===== config.mk =====
export PLATFORM = sky130hd
export DESIGN_NAME = fpc_top
export DESIGN_NICKNAME = d
export VERILOG_FILES = /design/src/design/fpc_pkg.sv /design/src/design/fpc_clk_sel.sv /design/src/design/fpc_frac_acc.sv /design/src/design/fpc_top.sv
export VERILOG_INCLUDE_DIRS = /design/src /design/src/design
export SDC_FILE = /design/constraint.sdc
export NUM_CORES = 1
export LEC_CHECK = 0
export BUFFER_PORTS_ARGS = -buffer_cell sky130_fd_sc_hd__buf_2
export CAP_MARGIN = 20
export CORE_MARGIN = 8
export CORE_UTILIZATION = 35
export CTS_CLUSTER_DIAMETER = 40
export DETAILED_ROUTE_END_ITERATION = 7
export GPL_TIMING_DRIVEN = 0
export SLEW_MARGIN = 0
export SYNTH_ARGS = -nofsm -noshare
export SYNTH_HDL_FRONTEND = slang
export SYNTH_HIERARCHICAL = 1
export SYNTH_SLANG_ARGS = --single-unit

===== constraint.sdc =====
create_clock -name sys_clk -period 6.93 [get_ports sys_clk]
set_input_delay 1.386 -clock sys_clk [delete_from_list [all_inputs] [get_ports sys_clk]]
set_output_delay 1.386 -clock sys_clk [all_outputs]
set_load 0.005 [all_outputs]

===== src/design/fpc_map.svh =====
// register offsets, field positions and reset values of the pwm core
`ifndef FPC_MAP_SVH
`define FPC_MAP_SVH

// register byte offsets
`define FPC_ADR_CLKSEL 8'h00
`define FPC_ADR_OEN 8'h04
`define FPC_ADR_PHL 8'h08
`define FPC_ADR_PHH 8'h0C
`define FPC_ADR_PRL 8'h10
`define FPC_ADR_PRH 8'h14
`define FPC_ADR_FRAC 8'h18
`define FPC_ADR_CTRL 8'h1C
`define FPC_ADR_STAT 8'h20

// clock select fields
`define FPC_SRC_LSB 0
`define FPC_PRE_LSB 4
`define FPC_CLKSEL_MASK 8'h33
`define FPC_SRC_SYS 2'h0
`define FPC_SRC_PLL 2'h1
`define FPC_SRC_PIN 2'h2

// output enable masks
`define FPC_OEN_MASK_FULL 8'h3F
`define FPC_OEN_MASK_AB 8'h03

// fractional adjust width
`define FPC_FRAC_W 4

// control fields
`define FPC_CTRL_MODE_LSB 0
`define FPC_CTRL_FRAC_BIT 2
`define FPC_CTRL_MASK 8'h07

// reset values
`define FPC_RST_BYTE 8'h00
`define FPC_RST_WORD 32'h0000_0000

`endif


===== src/design/fpc_pkg.sv =====
// types shared by the pwm core
package fpc_pkg;

  typedef enum logic [1:0] {
    BUS_IDLE = 2'h1,
    BUS_ACK = 2'h2
  } fpc_bus_state_t;

  typedef enum logic [1:0] {
    MODE_OFF = 2'h0,
    MODE_NORMAL = 2'h1,
    MODE_FIXED_PAIR = 2'h2,
    MODE_FIXED_SAME = 2'h3
  } fpc_mode_t;

endpackage : fpc_pkg


===== src/design/fpc_clk_sel.sv =====
// controller clock source selection and prescaler
`timescale 1ns/1ps
`include "fpc_map.svh"
module fpc_clk_sel (
  // clock and reset
  input wire logic sys_clk,
  input wire logic reset_n,
  // selection
  input wire logic [1:0] srcSel,
  input wire logic [1:0] preSel,
  // clock sources from outside
  input wire logic pllClk,
  input wire logic extClkPin,
  // controller tick
  output logic ctrlTick
);

  logic pllSync1_reg, pllSync2_reg, pllLast_reg;
  logic extSync1_reg, extSync2_reg, extLast_reg;
  logic rawTick;
  logic [2:0] preCnt_reg;

  function automatic logic [2:0] preMask(input logic [1:0] sel);
    preMask = 3'((4'h1 << sel) - 4'h1);
  endfunction : preMask

  always_ff @(posedge sys_clk) begin
    if (!reset_n) begin
      pllSync1_reg <= 1'b0;
      pllSync2_reg <= 1'b0;
      pllLast_reg <= 1'b0;
      extSync1_reg <= 1'b0;
      extSync2_reg <= 1'b0;
      extLast_reg <= 1'b0;
    end else begin
      pllSync1_reg <= pllClk;
      pllSync2_reg <= pllSync1_reg;
      pllLast_reg <= pllSync2_reg;
      extSync1_reg <= extClkPin;
      extSync2_reg <= extSync1_reg;
      extLast_reg <= extSync2_reg;
    end
  end

  always_comb begin
    case (srcSel)
      `FPC_SRC_SYS: rawTick = 1'b1;
      `FPC_SRC_PLL: rawTick = pllSync2_reg & ~pllLast_reg;
      `FPC_SRC_PIN: rawTick = extSync2_reg & ~extLast_reg;
      default: rawTick = 1'b0;
    endcase
  end

  always_ff @(posedge sys_clk) begin
    if (!reset_n) begin
      preCnt_reg <= 3'h0;
      ctrlTick <= 1'b0;
    end else begin
      if (rawTick) begin
        preCnt_reg <= preCnt_reg + 3'h1;
      end
      ctrlTick <= rawTick && ((preCnt_reg & preMask(preSel)) == preMask(preSel));
    end
  end

  a_reserved_src: assert property (@(posedge sys_clk) disable iff (!reset_n)
    (srcSel == 2'h3) [*2] |=> !ctrlTick) else $error("tick from reserved source");
  a_div_spacing: assert property (@(posedge sys_clk) disable iff (!reset_n)
    (preSel == 2'h3) [*8] ##0 ctrlTick |-> $past(ctrlTick) == 1'b0)
    else $error("prescaler gave ticks too close");

endmodule : fpc_clk_sel


===== src/design/fpc_frac_acc.sv =====
// fractional period accumulator
`timescale 1ns/1ps
`include "fpc_map.svh"
module fpc_frac_acc (
  // clock and reset
  input wire logic sys_clk,
  input wire logic reset_n,
  // control
  input wire logic enable,
  input wire logic advance,
  input wire logic [`FPC_FRAC_W-1:0] fracValue,
  // result
  output logic extend,
  output logic [`FPC_FRAC_W-1:0] accum
);

  logic [`FPC_FRAC_W:0] sum;

  assign sum = {1'b0, accum} + {1'b0, fracValue};

  always_ff @(posedge sys_clk) begin
    if (!reset_n) begin
      accum <= '0;
      extend <= 1'b0;
    end else if (!enable) begin
      accum <= '0;
      extend <= 1'b0;
    end else if (advance) begin
      accum <= sum[`FPC_FRAC_W-1:0];
      extend <= sum[`FPC_FRAC_W];
    end
  end

  a_carry_extends: assert property (@(posedge sys_clk) disable iff (!reset_n)
    enable && advance |=> extend == $past(sum[`FPC_FRAC_W]) && accum == $past(accum + fracValue))
    else $error("carry not turned into extension");

endmodule : fpc_frac_acc


===== src/design/fpc_top.sv =====
// pwm core with fractional period adjust and wishbone register file
//
// Chosen here: the placing of the registers and the Wishbone interface to the registers.
`timescale 1ns/1ps
`include "fpc_map.svh"
//
// Notes on behaviour
// - carry of accumulator lengthens next event
// - fractional adjust only in fixed-duty modes
// - fixed-duty period is two period events
// - one fraction step adds step over sixteen
// - source: system, pll, pin; 11 reserved
// - enable bit routes pwm, else port data
// - second unit keeps only A and B enables
// - unimplemented bits read as zero
// - phase count split low and high byte
// - registers clear to zero on reset
//
module fpc_top #(
  parameter bit SECOND_UNIT = 1'b0
) (
  // clock and reset
  input wire logic sys_clk,
  input wire logic reset_n,
  // wishbone slave
  input wire logic wb_cyc_i,
  input wire logic wb_stb_i,
  input wire logic wb_we_i,
  input wire logic [7:0] wb_adr_i,
  input wire logic [31:0] wb_dat_i,
  input wire logic [3:0] wb_sel_i,
  output logic [31:0] wb_dat_o,
  output logic wb_ack_o,
  // clock sources
  input wire logic pllClk,
  input wire logic extClkPin,
  // port side of the pins
  input wire logic [5:0] portData,
  // pins and events
  output logic [5:0] pinOut,
  output logic periodEvent
);

  ////////////////////////////////////////////////////////////////////////////
  // declarations

  fpc_pkg::fpc_bus_state_t busState_reg;
  fpc_pkg::fpc_mode_t mode;
  logic [7:0] clkSel_reg;
  logic [7:0] oen_reg;
  logic [7:0] phaseLow_reg;
  logic [7:0] phaseHigh_reg;
  logic [7:0] periodLow_reg;
  logic [7:0] periodHigh_reg;
  logic [`FPC_FRAC_W-1:0] frac_reg;
  logic [7:0] ctrl_reg;
  logic [15:0] phaseCount;
  logic [15:0] periodValue;
  logic [16:0] eventCnt_reg;
  logic [16:0] limit;
  logic ctrlTick;
  logic extend;
  logic [`FPC_FRAC_W-1:0] accum;
  logic fixedMode;
  logic running;
  logic eventEnd;
  logic pwmLevel_reg;
  logic [5:0] pwmVec;
  logic wrStrobe;
  logic rdStrobe;
  logic [7:0] rdByte;

  ////////////////////////////////////////////////////////////////////////////
  // helpers

  function automatic logic [7:0] oenMask(input logic second);
    oenMask = second ? `FPC_OEN_MASK_AB : `FPC_OEN_MASK_FULL;
  endfunction : oenMask

  function automatic logic [5:0] spread(input logic lvl, input logic invert);
    logic other;
    other = invert ? ~lvl : lvl;
    spread = {other, lvl, other, lvl, other, lvl};
  endfunction : spread

  ////////////////////////////////////////////////////////////////////////////
  // field decode

  assign mode = fpc_pkg::fpc_mode_t'(ctrl_reg[`FPC_CTRL_MODE_LSB +: 2]);
  assign fixedMode = (mode == fpc_pkg::MODE_FIXED_PAIR) || (mode == fpc_pkg::MODE_FIXED_SAME);
  assign running = (mode != fpc_pkg::MODE_OFF);
  assign phaseCount = {phaseHigh_reg, phaseLow_reg};
  assign periodValue = {periodHigh_reg, periodLow_reg};
  assign limit = {1'b0, periodValue} + {16'h0000, extend};
  assign eventEnd = running && ctrlTick && (eventCnt_reg >= limit);

  ////////////////////////////////////////////////////////////////////////////
  // bus handshake

  assign wrStrobe = (busState_reg == fpc_pkg::BUS_ACK) && wb_cyc_i && wb_stb_i && wb_we_i
                    && wb_sel_i[0];
  assign rdStrobe = (busState_reg == fpc_pkg::BUS_IDLE) && wb_cyc_i && wb_stb_i && !wb_we_i;

  always_ff @(posedge sys_clk) begin
    if (!reset_n) begin
      busState_reg <= fpc_pkg::BUS_IDLE;
      wb_ack_o <= 1'b0;
    end else begin
      case (busState_reg)
        fpc_pkg::BUS_IDLE: begin
          if (wb_cyc_i && wb_stb_i) begin
            busState_reg <= fpc_pkg::BUS_ACK;
            wb_ack_o <= 1'b1;
          end
        end
        fpc_pkg::BUS_ACK: begin
          busState_reg <= fpc_pkg::BUS_IDLE;
          wb_ack_o <= 1'b0;
        end
        default: begin
          busState_reg <= fpc_pkg::BUS_IDLE;
          wb_ack_o <= 1'b0;
        end
      endcase
    end
  end

  ////////////////////////////////////////////////////////////////////////////
  // register writes

  always_ff @(posedge sys_clk) begin
    if (!reset_n) begin
      clkSel_reg <= `FPC_RST_BYTE;
      oen_reg <= `FPC_RST_BYTE;
      phaseLow_reg <= `FPC_RST_BYTE;
      phaseHigh_reg <= `FPC_RST_BYTE;
      periodLow_reg <= `FPC_RST_BYTE;
      periodHigh_reg <= `FPC_RST_BYTE;
      frac_reg <= '0;
      ctrl_reg <= `FPC_RST_BYTE;
    end else if (wrStrobe) begin
      case (wb_adr_i)
        `FPC_ADR_CLKSEL: clkSel_reg <= wb_dat_i[7:0] & `FPC_CLKSEL_MASK;
        `FPC_ADR_OEN: oen_reg <= wb_dat_i[7:0] & oenMask(SECOND_UNIT);
        `FPC_ADR_PHL: phaseLow_reg <= wb_dat_i[7:0];
        `FPC_ADR_PHH: phaseHigh_reg <= wb_dat_i[7:0];
        `FPC_ADR_PRL: periodLow_reg <= wb_dat_i[7:0];
        `FPC_ADR_PRH: periodHigh_reg <= wb_dat_i[7:0];
        `FPC_ADR_FRAC: frac_reg <= wb_dat_i[`FPC_FRAC_W-1:0];
        `FPC_ADR_CTRL: ctrl_reg <= wb_dat_i[7:0] & `FPC_CTRL_MASK;
        default: ;
      endcase
    end
  end

  ////////////////////////////////////////////////////////////////////////////
  // register reads

  always_comb begin
    case (wb_adr_i)
      `FPC_ADR_CLKSEL: rdByte = clkSel_reg;
      `FPC_ADR_OEN: rdByte = oen_reg;
      `FPC_ADR_PHL: rdByte = phaseLow_reg;
      `FPC_ADR_PHH: rdByte = phaseHigh_reg;
      `FPC_ADR_PRL: rdByte = periodLow_reg;
      `FPC_ADR_PRH: rdByte = periodHigh_reg;
      `FPC_ADR_FRAC: rdByte = {{(8 - `FPC_FRAC_W){1'b0}}, frac_reg};
      `FPC_ADR_CTRL: rdByte = ctrl_reg;
      `FPC_ADR_STAT: rdByte = {accum, 1'b0, extend, pwmLevel_reg, running};
      default: rdByte = `FPC_RST_BYTE;
    endcase
  end

  always_ff @(posedge sys_clk) begin
    if (!reset_n) begin
      wb_dat_o <= `FPC_RST_WORD;
    end else if (rdStrobe) begin
      wb_dat_o <= {24'h00_0000, rdByte};
    end else begin
      wb_dat_o <= `FPC_RST_WORD;
    end
  end

  ////////////////////////////////////////////////////////////////////////////
  // controller clock

  fpc_clk_sel u_clk_sel (
    .sys_clk(sys_clk),
    .reset_n(reset_n),
    .srcSel(clkSel_reg[`FPC_SRC_LSB +: 2]),
    .preSel(clkSel_reg[`FPC_PRE_LSB +: 2]),
    .pllClk(pllClk),
    .extClkPin(extClkPin),
    .ctrlTick(ctrlTick)
  );

  ////////////////////////////////////////////////////////////////////////////
  // fractional accumulator

  fpc_frac_acc u_frac_acc (
    .sys_clk(sys_clk),
    .reset_n(reset_n),
    .enable(fixedMode && ctrl_reg[`FPC_CTRL_FRAC_BIT]),
    .advance(eventEnd),
    .fracValue(frac_reg),
    .extend(extend),
    .accum(accum)
  );

  ////////////////////////////////////////////////////////////////////////////
  // period event counter

  always_ff @(posedge sys_clk) begin
    if (!reset_n) begin
      eventCnt_reg <= 17'h0_0000;
    end else if (!running) begin
      eventCnt_reg <= 17'h0_0000;
    end else if (eventEnd) begin
      eventCnt_reg <= 17'h0_0000;
    end else if (ctrlTick) begin
      eventCnt_reg <= eventCnt_reg + 17'h0_0001;
    end
  end

  always_ff @(posedge sys_clk) begin
    if (!reset_n) begin
      periodEvent <= 1'b0;
    end else begin
      periodEvent <= eventEnd;
    end
  end

  ////////////////////////////////////////////////////////////////////////////
  // pwm level

  always_ff @(posedge sys_clk) begin
    if (!reset_n) begin
      pwmLevel_reg <= 1'b0;
    end else begin
      case (mode)
        fpc_pkg::MODE_NORMAL: begin
          if (ctrlTick) begin
            pwmLevel_reg <= (eventCnt_reg >= {1'b0, phaseCount});
          end
        end
        fpc_pkg::MODE_FIXED_PAIR, fpc_pkg::MODE_FIXED_SAME: begin
          if (eventEnd) begin
            pwmLevel_reg <= ~pwmLevel_reg;
          end
        end
        default: pwmLevel_reg <= 1'b0;
      endcase
    end
  end

  assign pwmVec = spread(pwmLevel_reg, mode != fpc_pkg::MODE_FIXED_SAME);

  ////////////////////////////////////////////////////////////////////////////
  // pin routing

  always_ff @(posedge sys_clk) begin
    if (!reset_n) begin
      pinOut <= 6'h00;
    end else begin
      pinOut <= (oen_reg[5:0] & pwmVec) | (~oen_reg[5:0] & portData);
    end
  end

  ////////////////////////////////////////////////////////////////////////////
  // checks

  a_ack_one_cycle: assert property (@(posedge sys_clk) disable iff (!reset_n)
    wb_ack_o |=> !wb_ack_o) else $error("ack held longer than one cycle");

  a_event_base_len: assert property (@(posedge sys_clk) disable iff (!reset_n)
    running && ctrlTick && eventCnt_reg == {1'b0, periodValue} + {16'h0000, extend}
    ##1 running |-> periodEvent && eventCnt_reg == 17'h0_0000)
    else $error("period event not at period plus one");

  a_no_early_event: assert property (@(posedge sys_clk) disable iff (!reset_n)
    running && eventCnt_reg < limit |=> !periodEvent)
    else $error("period event before limit");

  a_no_frac_normal: assert property (@(posedge sys_clk) disable iff (!reset_n)
    !fixedMode [*2] |-> !extend && accum == '0)
    else $error("fraction active outside fixed duty");

  a_fixed_toggle: assert property (@(posedge sys_clk) disable iff (!reset_n)
    fixedMode && eventEnd ##1 fixedMode |-> pwmLevel_reg != $past(pwmLevel_reg))
    else $error("fixed duty level did not toggle");

  a_pin_port: assert property (@(posedge sys_clk) disable iff (!reset_n)
    oen_reg[5:0] == 6'h00 |=> pinOut == $past(portData))
    else $error("disabled pin not under port control");

  a_pin_pwm: assert property (@(posedge sys_clk) disable iff (!reset_n)
    oen_reg[0] |=> pinOut[0] == $past(pwmLevel_reg))
    else $error("enabled pin not carrying pwm");

  a_second_oen: assert property (@(posedge sys_clk) disable iff (!reset_n)
    SECOND_UNIT |-> oen_reg[5:2] == 4'h0)
    else $error("absent enable bits set");

  a_clk_reserved: assert property (@(posedge sys_clk) disable iff (!reset_n)
    rdStrobe && wb_adr_i == `FPC_ADR_CLKSEL |=> wb_dat_o[7:6] == 2'h0 && wb_dat_o[3:2] == 2'h0)
    else $error("clock select reserved bits not zero");

  a_oen_reserved: assert property (@(posedge sys_clk) disable iff (!reset_n)
    rdStrobe && wb_adr_i == `FPC_ADR_OEN |=> wb_dat_o[7:6] == 2'h0)
    else $error("enable reserved bits not zero");

  a_phase_low: assert property (@(posedge sys_clk) disable iff (!reset_n)
    wrStrobe && wb_adr_i == `FPC_ADR_PHL |=>
    phaseCount[7:0] == $past(wb_dat_i[7:0]) && phaseCount[15:8] == $past(phaseHigh_reg))
    else $error("phase low byte write wrong");

  a_phase_high: assert property (@(posedge sys_clk) disable iff (!reset_n)
    wrStrobe && wb_adr_i == `FPC_ADR_PHH |=> phaseCount[15:8] == $past(wb_dat_i[7:0]))
    else $error("phase high byte write wrong");

  a_reset_clear: assert property (@(posedge sys_clk) disable iff (!reset_n)
    $rose(reset_n) |-> clkSel_reg == 8'h00 && oen_reg == 8'h00 && phaseCount == 16'h0000)
    else $error("registers not cleared by reset");

  a_ack_answers: assert property (@(posedge sys_clk) disable iff (!reset_n)
    busState_reg == fpc_pkg::BUS_IDLE && wb_cyc_i && wb_stb_i |=> wb_ack_o)
    else $error("request not answered in one cycle");

  a_read_upper_zero: assert property (@(posedge sys_clk) disable iff (!reset_n)
    wb_ack_o |-> wb_dat_o[31:8] == 24'h00_0000)
    else $error("read data upper lanes not zero");

  a_event_extended: assert property (@(posedge sys_clk) disable iff (!reset_n)
    running && ctrlTick && extend && eventCnt_reg == {1'b0, periodValue} |=> !periodEvent)
    else $error("extended event ended one tick early");

  a_frac_needs_enable: assert property (@(posedge sys_clk) disable iff (!reset_n)
    !ctrl_reg[`FPC_CTRL_FRAC_BIT] [*2] |-> !extend && accum == '0)
    else $error("fraction active while disabled");

  a_off_level_low: assert property (@(posedge sys_clk) disable iff (!reset_n)
    mode == fpc_pkg::MODE_OFF |=> !pwmLevel_reg)
    else $error("pwm level high while off");

endmodule : fpc_top


======== Yosys cells after proc, flatten, opt, wreduce, memory -nomap -nowiden ========
Index checks and enable logic that the tools add are counted.
W data, S select, Z words.
storage, ports and cells
  output and inout bits ................... 40
  memory bits (writable) .................. 0
  ROM bits ................................ 0
  bits in latches ......................... 0
  word-level logic and storage cells ...... 102
  flip-flop bits (word level) ............. 124
  input port bits ......................... 57
  memories kept ........................... 0
cells by class
  eq/ne operators ......................... 19
  reduce and logical (&&, ||, !) cells .... 31
  multiplexer cells ....................... 6
  shifts and indexed selects .............. 1
  $mul .................................... 0
  bitwise operators ....................... 12
  add/sub/neg operators ................... 5
  div/mod/pow operators ................... 0
  $lt $le $gt $ge ......................... 2
operator list
  cell                     number
  $pmux W8 S9              1
  $eq A8 B5 Y1 const B     4
  $reduce_and A2 Y1        12
  $add A16 B1 Y17          1
  $add A17 B1 Y17 const B  1
  $ge A17 B16 Y1           1
  $ge A17 B17 Y1           1
  $eq A8 B4 Y1 const B     2
  $and A6 B6 Y6            2
  $logic_and A1 B1 Y1      12
  $eq A2 B2 Y1 const B     4
  $eq A8 B3 Y1 const B     1
  $eq A8 B6 Y1 const B     1
  $logic_not A8 Y1         1
  $eq A2 B1 Y1 const B     3
  $not A6 Y6               1
  $or A6 B6 Y6             1
  $add A4 B4 Y5            1
  $not A1 Y1               5
  $ne A2 B2 Y1 const B     2
  $add A3 B1 Y3 const B    1
  $and A3 B3 Y3            1
  $eq A3 B3 Y1             1
  $mux W1                  3
  other kinds (12)         13

======== Longest topological paths before layout ========
Gate-level depths: netlist of the first run.
  depth in word-level cells ............... 6
  mapped depth ............................ 17
  gate-level depth less buffers ........... 16

======== Modules after synthesis ========
The synthesis of the first run kept the hierarchy.
modules (own cells, without submodules)
  module        times used  seq. area each (um^2)  cells an instance  area each (um^2)
  fpc_top       1           1681.6                 580                5008.6
  fpc_clk_sel   1           200.2                  38                 376.6
  fpc_frac_acc  1           100.1                  34                 321.6

======== Least setup slack after synthesis of the first run ========
No wires, ideal clock.
  kind .................................... register to register
  start point ............................. register periodLow_reg[0]
  end point ............................... register u_frac_acc.accum[3]
  period minus slack after synthesis ...... 3.121 ns
  library setup time ...................... 0.079 ns
  cell stages (with the launch flop) ...... 17
  slack ................................... 3.809 ns
  arrival ................................. 3.042 ns
  data required time ...................... 6.851 ns
  buffers on the path ..................... 1
  path through ............................ dfxtp_1 ha_1 ha_1 nand2_1 or2_2 nor2_1 xnor2_1 ha_1 nand2_1 nor3_2 a21oi_1 o41ai_2 o21a_1 buf_4 nand2_1 a2111o_1 o211ai_1
on the way
  cells in the longest elaborated chain, start to end .. 3
RTL lines
  item                      line                RTL
  start: declaration        fpc_top.sv:53       logic [7:0] periodLow_reg;
  start signal: assignment  fpc_top.sv:137      periodLow_reg <= `FPC_RST_BYTE;
  start signal: assignment  fpc_top.sv:147      `FPC_ADR_PRL: periodLow_reg <= wb_dat_i[7:0];
  $add A16 B1 Y17           fpc_top.sv:94       assign limit = {1'b0, periodValue} + {16'h0000, extend};
  $ge A17 B17 Y1            fpc_top.sv:95       assign eventEnd = running && ctrlTick && (eventCnt_reg >= limit);
  $logic_and A1 B1 Y1       fpc_top.sv:95
  net eventEnd              fpc_top.sv:66       logic eventEnd;
  end signal: assignment    fpc_frac_acc.sv:29  accum <= sum[`FPC_FRAC_W-1:0];
  end: declaration          fpc_frac_acc.sv:14  output logic [`FPC_FRAC_W-1:0] accum
The timed path passes the listed nets, and every way through them passes these cells.
A chain may end at the register's enable or synchronous reset.

======== Final worst setup path of the first run ========
  start point ............................. register u_frac_acc.extend
  end point ............................... register u_frac_acc.accum[3]
on the way
  cells in the longest elaborated chain, start to end .. 3
RTL lines
  item                      line                RTL
  start: declaration        fpc_frac_acc.sv:13  output logic extend,
  start signal: assignment  fpc_frac_acc.sv:30  extend <= sum[`FPC_FRAC_W];
  $add A16 B1 Y17           fpc_top.sv:94
  $ge A17 B17 Y1            fpc_top.sv:95
  $logic_and A1 B1 Y1       fpc_top.sv:95
  net eventEnd              fpc_top.sv:66
The timed path passes the listed nets, and every way through them passes these cells.

==> results of run 1 <==
-- worst max path at each step --
| stage | startpoint | end | slack (ns) | depth (start not counted) |
|---|---|---|---|---|
| 2_1_floorplan | periodLow_reg[0]$_SDFFE_PN0P_ | u_frac_acc/accum[3]$_SDFFE_PN0P_ | 3.81 | 16 |
| 3_3_place_gp | u_frac_acc/extend$_SDFFE_PN0P_ | u_frac_acc/accum[3]$_SDFFE_PN0P_ | 3.15 | 15 |
| 3_5_place_dp | u_frac_acc/extend$_SDFFE_PN0P_ | u_frac_acc/accum[3]$_SDFFE_PN0P_ | 3.17 | 15 |
| 4_1_cts | u_frac_acc/extend$_SDFFE_PN0P_ | u_frac_acc/accum[3]$_SDFFE_PN0P_ | 3.14 | 15 |
| 5_1_grt | u_frac_acc/extend$_SDFFE_PN0P_ | u_frac_acc/accum[3]$_SDFFE_PN0P_ | 2.91 | 16 |
| 6_report | u_frac_acc/extend$_SDFFE_PN0P_ | u_frac_acc/accum[3]$_SDFFE_PN0P_ | 3.21 | 15 |
-- placed cells by master (no fill, tap or decap), drive strengths merged, types with 3 or more instances in the layout --
cell type	instances
a222oi	5
buf	80
nand3	57
nand4	9
nor3	8
dfxtp	99
a21o	3
mux4	3
xnor2	11
a21boi	39
conb	24
clkbuf	23
xor2	21
nand2b	5
a21oi	17
a31oi	8
and3	13
ha	41
or2	3
and2	9
nor2b	22
and4	4
mux2i	23
a22oi	9
o211ai	3
a211oi	3
nor2	39
o21ai	15
inv	31
nor4	3
nand2	83
-- power groups by stage --
| stage | Combinational, uW | Sequential [uW] | Clock (uW) |
|---|---|---|---|
| 2_1_floorplan | 40.8 | 589 | 0 |
| 5_1_grt | 73.5 | 577 | 550 |
| 4_1_cts | 66.3 | 576 | 533 |
| 3_3_place_gp | 66.3 | 589 | 0 |
| 3_5_place_dp | 66.3 | 589 | 0 |
| 6_report | 67.5 | 576 | 519 |
-- worst reg2reg max path, cell delays in order (launching register included) --
cell                       delay (ns)
sky130_fd_sc_hd__dfxtp_1         0.41
sky130_fd_sc_hd__ha_1            0.21
sky130_fd_sc_hd__ha_1            0.21
sky130_fd_sc_hd__nand2_1         0.07
sky130_fd_sc_hd__or2_2           0.32
sky130_fd_sc_hd__nor2_1          0.21
sky130_fd_sc_hd__nand3_1         0.12
sky130_fd_sc_hd__xor2_1          0.16
sky130_fd_sc_hd__ha_1            0.29
sky130_fd_sc_hd__nand3_1         0.11
sky130_fd_sc_hd__o41ai_2         0.61
sky130_fd_sc_hd__o21a_1          0.21
sky130_fd_sc_hd__buf_4           0.16
sky130_fd_sc_hd__nand2_1         0.06
sky130_fd_sc_hd__a2111o_1        0.38
sky130_fd_sc_hd__o211ai_1        0.09
-- Yosys cell counts (11+ instances only) --
| cell type | number |
|---|---|
| sky130_fd_sc_hd__nor2_1 | 34 |
| sky130_fd_sc_hd__ha_1 | 41 |
| sky130_fd_sc_hd__nand3_1 | 56 |
| sky130_fd_sc_hd__nor2b_1 | 22 |
| sky130_fd_sc_hd__a21oi_1 | 17 |
| sky130_fd_sc_hd__xnor2_1 | 11 |
| sky130_fd_sc_hd__buf_4 | 29 |
| sky130_fd_sc_hd__dfxtp_1 | 99 |
| sky130_fd_sc_hd__nand2_1 | 81 |
| sky130_fd_sc_hd__inv_1 | 27 |
| sky130_fd_sc_hd__xor2_1 | 21 |
| sky130_fd_sc_hd__a21boi_0 | 22 |
| sky130_fd_sc_hd__mux2i_1 | 23 |
| sky130_fd_sc_hd__a21boi_1 | 17 |
| sky130_fd_sc_hd__o21ai_0 | 11 |
| sky130_fd_sc_hd__clkbuf_1 | 13 |
| sky130_fd_sc_hd__and3_1 | 13 |
-- cell type report --
class	instances	area, um^2
buffer	53	343
sequential	99	1980
clock buffer	10	239
tap	216	270
fill	1622	9320
inverter	27	101
multi-input combinational	496	3370
timing repair buffer	40	200
clock inverter	6	65.1
-- metrics by stage --
stage	total power (uW)	utilization [%]	cells
3_5_place_dp	656	39.4	931
4_1_cts	1170	41.3	947
5_1_grt	1200	41.3	947
6_report	1160	41.3	947
2_1_floorplan	630	-	675
3_3_place_gp	656	39.4	931
-- layer usage --
metal | vias up | wire length (um) | part of all wire, %
li1 | 2379 | - | -
met5 | - | 0 | 0
met3 | 16 | 1230 | 7.8
met1 | 2280 | 7650 | 48
met4 | 0 | 250 | 1.6
met2 | 171 | 6680 | 42
-- kinds of logic after synthesis --
logic type / Yosys count / share of synthesized area, %
and+or+nand+nor: 261 / 24.2
xor gates and xnor gates: 32 / 4.91
muxes: 27 / 5.42
DFF: 99 / 34.7
buffers and inverters: 80 / 7.78
other: 1 / 0.0657
adders and majority gates: 42 / 9.34
AOI/OAI and AO/OA: 110 / 13.6
==> results.txt, run 1 <==
----------------------------------------------------
[Routing]
  Total via count in the routed design ... between 4000 and 5000
  Wirelength, routed ... 15.8 mm
  First DRT Iteration DRCs ... 420
  Number of vias per cell after detailed routing ... approximately 5.1
  Post-detailed-route wirelength per cell ... 16.7 um
  1st-pass router iterations ... 5
  Antenna violation net count after detailed routing ... 0
  Number of DRC violations after detailed routing ... 0

[Die]
  Ports ... 97
  Core ar. ... 15900 um^2
  Initial core utilization ... 35.9%
  Floorplan row count ... 46
  DIE AREA ... 20600 um^2
  Chip width ... 144 um
  Floorplan die height ... 144 um

[Global routing]
  Global routing usage on met1 ... 22.6%
  GR met2 Demand/Resource ... a little under a quarter
  Pin count of the biggest net entering global routing ... 20
  Overflow left after global routing ... 0
  Aggregate global-route resource usage ... 15.8%
  GR Layer Usage met3 ... 2.75%
  First-pass GRT wire length ... ~25 mm
  Number of global-route vias before repair ... 4471
  Antenna violations before repair ... 0
  Layer with the highest usage ... met2

[Timing]
  RSZ-0062 raised after global routing ... false
  Measured slew at the worst slew-check pin ... 0.636 ns
  Highest achievable clock rate ... 269 MHz
  TNS Setup ... 0 ns
  Least setup slack across all paths after layout ... 3.21 ns
  Max-slew violation count ... 0
  Hold Vio Cnt, Final ... 0
  Worst hold margin ... 0.440 ns
  Worst max-slew margin expressed relative to the limit ... 57.1%
  Clock period minus final worst setup slack ... 3.72 ns
  Final cycle utilization of the critical path ... between 50% and 60%
  Total of endpoints with negative setup slack in the final report ... 0
  Clock Skew ... 0.00918 ns

[Power and ir drop]
  Switching share of total power ... 25.3%
  Leakage power ... between 0.002 and 0.0025 uW
  Cell-internal power ... 868 uW
  Relative contribution of the clock network to total power ... about 45%
  Peak supply drop ... 0.000129 V
  Sw Pwr ... 294 uW
  Pwr per Cell Area ... 177 nW/um^2
  Fraction of power consumed by sequential logic ... roughly 50%
  Logic gate share of total power ... under 10%

[Setup path]
  Critical path data arrival time ... 3.99 ns
  Required @ worst endpoint ... 7.21 ns
  Critical path's top delay family ... compound AO/OA/AOI/OAI gates
  Slowest cell on the critical path ... sky130_fd_sc_hd__o41ai_2
  Kind of critical path ... register to register
  Endpoint of the most critical register-to-register path ... u_frac_acc/accum[3]$_SDFFE_PN0P_
  Top fanout value on the critical path ... 9
  Buffers plus inverters on the worst setup path ... 1
  FF-to-FF path depth ... 15
  RR Startpoint ... u_frac_acc/extend$_SDFFE_PN0P_
  Worst R2R Setup Slack ... 3.21 ns
  Startpoint types ... register
  Largest incremental delay on the critical path ... 0.61 ns
  Critical path's most frequent cell ... sky130_fd_sc_hd__ha_1
  Ordered cell list for the critical path ... ha_1, ha_1, nand2_1, or2_2, nor2_1, nand3_1, xor2_1, ha_1, nand3_1, o41ai_2, o21a_1, buf_4, nand2_1, a2111o_1, o211ai_1
  Type of element capturing the critical path ... register

[Min path]
  Min-Delay Startpoint ... u_clk_sel/pllSync1_reg$_SDFF_PN0_
  Classification of the worst-slack hold path ... register to register
  Hold Crit Endpoint ... u_clk_sel/pllSync2_reg$_SDFF_PN0_
  Number of instances on the worst hold path ... 1

[Clock tree]
  Number of levels the H-tree was split into ... 3
  CTS tree ... yes
  Number of hold buffers added after cts ... 0
  Maximum buffer depth of the clock tree ... 2
  Cts bufs inserted ... 9
  Clock transition at path regs ... about 0.08 ns
  Post-CTS setup buffers ... 0
  Worst-skew pair later-pin latency ... 0.36 ns
  Total clock sinks ... 99
  Clock tree root buffer cell ... sky130_fd_sc_hd__clkbuf_16
  Total of cells resized after clock tree synthesis ... 0

[Placed design]
  Pre-CTS setup slack ... between 3 and 4 ns
  Port bufs ... 40
  Half-perimeter wire length of the detailed placement result ... approximately 12 mm
  Global placer's final weighted congestion ... 0.859
  Placed Instance Area ... around 6300 um^2

[Final layout]
  Number of flip-flops under the largest register name ... 17
  Share of layout cells above drive strength 1 ... roughly 16%
  Post-synthesis to final-layout area growth ... 15.1%
  Total inserted antenna cells ... 0
  Finished layout cell area ... 6570 um^2
  Net count reported at finish ... 825

[Logic synthesis]
  Synth unique cells ... 60
  Yosys top cell area share ... 34.7%
  Primary FF master, synth ... sky130_fd_sc_hd__dfxtp_1
  EDFF count, synth ... 0
  Area of the mapped netlist ... 5710 um^2
  Ranking of synthesized cells by area ... sky130_fd_sc_hd__dfxtp_1 35%, sky130_fd_sc_hd__ha_1 9.0%, sky130_fd_sc_hd__nand2_1 5.3%, sky130_fd_sc_hd__nand3_1 4.9%, sky130_fd_sc_hd__mux2i_1 4.0%
  Fraction of the yosys area taken by sequential cells ... 34.7%
  Share of synthesized registers carrying an async set or reset ... 0%
  #FFs+latches synth ... 99
  Synthesized netlist cell count ... 652
  Cell type contributing the most total cell area after synthesis ... sky130_fd_sc_hd__dfxtp_1
  Count of warnings emitted by yosys ... 6
  Post-Synthesis Mean Instance Area ... 8.75 um^2

[Status]
  Run status ... completed

[Run]
  Max_cap viols ... 0

----------------------------------------------------
No activity file was read; power rests on OpenSTA's default activity.
==> inputs of run 2 (changes only) <==
- ABC_AREA: unset -> 1
- clock period: 6.93 -> 3.8 ns (I/O delays scaled with it)
==> results.txt, run 2 <==
----------------------------------------------------
[Die]
  Core ar. ... 15900 um^2 (+0.36%)
  Floorplan die height ... 144 um (about the same)
  Initial core utilization ... 35.9% (-0.059 points)
  DIE AREA ... 20700 um^2 (+0.17%)
  Ports ... 97 (unchanged)
  Chip width ... 144 um (about the same)
  Floorplan row count ... 46 (unchanged)

[Min path]
  Classification of the worst-slack hold path ... register to register
  Min-Delay Startpoint ... u_clk_sel/pllSync1_reg$_SDFF_PN0_

[Global routing]
  Layer with the highest usage ... met2
  GR met2 Demand/Resource ... 23.5% (+0.075 points)
  Overflow left after global routing ... 0 (unchanged)
  First-pass GRT wire length ... 24.4 mm (-2.7%)
  Antenna violations before repair ... 0 (unchanged)
  Aggregate global-route resource usage ... 15.4% (-0.46 points)
  Global routing usage on met1 ... 21.3% (-1.3 points)
  Number of global-route vias before repair ... 4610 (+3.1%)
  GR Layer Usage met3 ... 3.38% (+0.63 points)
  Pin count of the biggest net entering global routing ... 19 (-5.0%)

[Setup path]
  Kind of critical path ... register to register
  Critical path data arrival time ... 3.65 ns (-0.34 ns)
  Top fanout value on the critical path ... 8 (-1)
  Largest incremental delay on the critical path ... 0.37 ns (-0.24 ns)
  Startpoint of the worst setup timing path ... periodLow_reg[0]$_SDFFE_PN0P_
  Required @ worst endpoint ... 4.05 ns (-3.16 ns)
  Startpoint types ... register
  RR Startpoint ... periodLow_reg[0]$_SDFFE_PN0P_
  Slowest cell on the critical path ... sky130_fd_sc_hd__dfxtp_1
  Ordered cell list for the critical path ... ha_2, ha_1, nand3_1, nor2_2, nand2_1, nor2_2, nand3_1, inv_1, nand3_1, xor2_1, ha_1, nand2_1, nor2_2, a21boi_1, nor2_1, nand3_1, nand2_1, inv_1, nand2_1, inv_1, buf_2, inv_2, o21ai_1, inv_1
  Type of element capturing the critical path ... register

[Routing]
  1st-pass router iterations ... 5 (unchanged)
  Total via count in the routed design ... 5161 (+6.5%)
  Number of DRC violations after detailed routing ... 0 (unchanged)
  Wirelength, routed ... 15.8 mm (-0.27%)
  First DRT Iteration DRCs ... 483 (+15%)
  Number of vias per cell after detailed routing ... 4.69 (-8.4%)
  Antenna violation net count after detailed routing ... 0 (unchanged)
  Post-detailed-route wirelength per cell ... 14.3 um (-14%)

[Placed design]
  Instance count after placement with tap cells included ... 1085 (+17%)
  Half-perimeter wire length of the detailed placement result ... 12.3 mm (+1.3%)
  Global placer's final weighted congestion ... 0.870 (+1.3%)
  Placed Instance Area ... 6300 um^2 (+0.58%)
  Port bufs ... 45 (+13%)

[Final layout]
  Finished layout cell area ... 6640 um^2 (+1.2%)
  Post-synthesis to final-layout area growth ... 16.2%
  Filler cell count ... 1672 (+3.1%)
  Non-Filler Instances ... 1101 (+16%)
  Share of layout cells above drive strength 1 ... 14.6% (-1.7 points)
  Net count reported at finish ... 979 (+19%)
  Commonest non-fill, non-tap cells in the layout ... 135 x sky130_fd_sc_hd__nand2_1, 116 x sky130_fd_sc_hd__inv_1, 98 x sky130_fd_sc_hd__dfxtp_1
  Number of flip-flops under the largest register name ... 17 (unchanged)
  Most common cell after layout, fill and taps aside ... sky130_fd_sc_hd__nand2_1
  Total inserted antenna cells ... 0 (unchanged)

[Logic synthesis]
  Primary FF master, synth ... sky130_fd_sc_hd__dfxtp_1
  Synth top cells by count ... 135 x sky130_fd_sc_hd__nand2_1, 116 x sky130_fd_sc_hd__inv_1, 99 x sky130_fd_sc_hd__dfxtp_1, 93 x sky130_fd_sc_hd__nor2_1, 71 x sky130_fd_sc_hd__a21oi_1
  Cell type contributing the most total cell area after synthesis ... sky130_fd_sc_hd__dfxtp_1
  Share of synthesized registers carrying an async set or reset ... 0% (unchanged)
  Post-Synthesis Mean Instance Area ... 7.14 um^2 (-18%)
  Synthesized netlist cell count ... 801 (+23%)
  Fraction of the yosys area taken by sequential cells ... 34.7% (-0.068 points)
  EDFF count, synth ... 0 (unchanged)
  Ranking of synthesized cells by area ... sky130_fd_sc_hd__dfxtp_1 35%, sky130_fd_sc_hd__ha_1 9.0%, sky130_fd_sc_hd__nand2_1 8.9%, sky130_fd_sc_hd__inv_1 7.6%, sky130_fd_sc_hd__a21oi_1 6.2%
  Dominant cell by count in the synthesized netlist ... sky130_fd_sc_hd__nand2_1
  #FFs+latches synth ... 99 (unchanged)
  Yosys top cell area share ... 34.7% (-0.068 points)
  Synth unique cells ... 44 (-27%)
  Count of warnings emitted by yosys ... 6 (unchanged)
  Area of the mapped netlist ... 5720 um^2 (+0.20%)

[Timing]
  Final cycle utilization of the critical path ... 89.4% (+36 points)
  Worst max-slew margin expressed relative to the limit ... 39.3% (-18 points)
  Highest achievable clock rate ... 294 MHz (+9.4%)
  TNS Setup ... 0 ns (unchanged)
  Hold Vio Cnt, Final ... 0 (unchanged)
  Measured slew at the worst slew-check pin ... 0.901 ns (+0.264 ns)
  Total of endpoints with negative setup slack in the final report ... 0 (unchanged)
  RSZ-0062 raised after global routing ... false
  Max-slew violation count ... 0 (unchanged)
  Worst hold margin ... 0.415 ns (-0.0245 ns)
  Clock period minus final worst setup slack ... 3.40 ns (-0.318 ns)
  Clock Skew ... 0.00781 ns (-0.00137 ns)

[Clock tree]
  Number of levels the H-tree was split into ... 3 (unchanged)
  Clock tree root buffer cell ... sky130_fd_sc_hd__clkbuf_16
  Worst-skew pair later-pin latency ... 0.36 ns (about the same)
  Total of cells resized after clock tree synthesis ... 0 (unchanged)
  CTS tree ... yes
  Cts bufs inserted ... 9 (unchanged)
  Post-CTS setup buffers ... 0 (unchanged)
  Total clock sinks ... 99 (unchanged)
  Maximum buffer depth of the clock tree ... 2 (unchanged)
  Number of hold buffers added after cts ... 0 (unchanged)
  Clock transition at path regs ... 0.07 ns (about the same)

[Power and ir drop]
  Sw Pwr ... 521 uW (+77%)
  Peak supply drop ... 0.000272 V (+110%)
  Leakage power ... 0.00299 uW (+21%)
  Relative contribution of the clock network to total power ... 47.1% (+2.5 points)
  Pwr per Cell Area ... 332 nW/um^2 (+87%)
  Fraction of power consumed by sequential logic ... 47.8% (-1.8 points)
  Logic gate share of total power ... 5.1% (-0.7 points)
  Power Total ... 2200 uW (+90%)
  Switching share of total power ... 23.7% (-1.7 points)
  Cell-internal power ... 1680 uW (+94%)

[Status]
  Run status ... completed

[Run]
  Max_cap viols ... 0 (unchanged)

----------------------------------------------------
-- run 2: cell count changes in the layout (fill, tap and decap cells not counted), moves of 21 or more --
cell                       change
sky130_fd_sc_hd__inv_1        +89
sky130_fd_sc_hd__nor2_1       +56
sky130_fd_sc_hd__o21ai_0      +55
sky130_fd_sc_hd__a21oi_1      +54
sky130_fd_sc_hd__nand2_1      +54
sky130_fd_sc_hd__mux2i_1      -23
sky130_fd_sc_hd__a21boi_0     -22
sky130_fd_sc_hd__nor2b_1      -21
-- run 2: worst paths after layout --
| kind | depth (start not counted) | slack [ns] | end |
|---|---|---|---|
| worst max-delay path | 24 | 0.40 | u_frac_acc/accum[2]$_SDFFE_PN0P_ |
| worst max register to register | 24 | 0.40 | u_frac_acc/accum[2]$_SDFFE_PN0P_ |
| worst min register to register | 2 | 0.42 | u_clk_sel/pllSync2_reg$_SDFF_PN0_ |
| worst min-delay path | 2 | 0.42 | u_clk_sel/pllSync2_reg$_SDFF_PN0_ |
-- run 2: cell families (layout without fill, tap and decap cells) --
group	after synthesis	after routing	synth area share (%)
adders and majority gates	42	42	9.32
other	1	24	0.0656
AOI/OAI and AO/OA	160	160	14.6
and+or+nand+nor	310	310	24.4
xor gates and xnor gates	27	27	4.14
buffers and inverters	162	223	12.8
DFF	99	99	34.7
-- run 2: per-stage QoR --
| step | utilization [%] | setup WS (ns) |
|---|---|---|
| 2_1_floorplan | - | 0.793 |
| 3_5_place_dp | 39.5 | 0.188 |
| 5_1_grt | 41.7 | 0.0311 |
| 3_3_place_gp | 39.5 | 0.184 |
| 6_report | 41.7 | 0.403 |
| 4_1_cts | 41.6 | 0.161 |
-- run 2: metal layers --
layer	routed length, um	vias to the layer above
li1	-	2695
met1	7590	2302
met2	6800	148
met3	1160	16
met4	219	0
met5	0	-
-- run 2: power groups by stage --
| stage | Combinational [uW] | Clock [uW] | Sequential [uW] |
|---|---|---|---|
| 4_1_cts | 109 | 1050 | 1050 |
| 3_3_place_gp | 109 | 0 | 1080 |
| 6_report | 112 | 1040 | 1050 |
| 5_1_grt | 125 | 1090 | 1050 |
| 3_5_place_dp | 109 | 0 | 1080 |
| 2_1_floorplan | 63.9 | 0 | 1080 |
-- run 2: layout make-up --
cell class | count | area, um^2 | area share [%]
multi-input combinational | 563 | 3100 | 46.7
sequential | 99 | 1980 | 29.8
clock inverter | 7 | 108 | 1.62
inverter | 126 | 473 | 7.12
buffer | 36 | 258 | 3.88
timing repair buffer | 45 | 225 | 3.39
clock buffer | 9 | 225 | 3.39
tap | 216 | 270 | 4.07
-- run 2: worst max-delay path: cells and delay by family, from the launching register on --
kind,cells,cell delay (ns)
xor+xnor,1,0.15
compound gates,2,0.30
flops,1,0.37
buf+inv,6,0.52
fa+ha+maj,3,0.69
simple gates,12,1.24
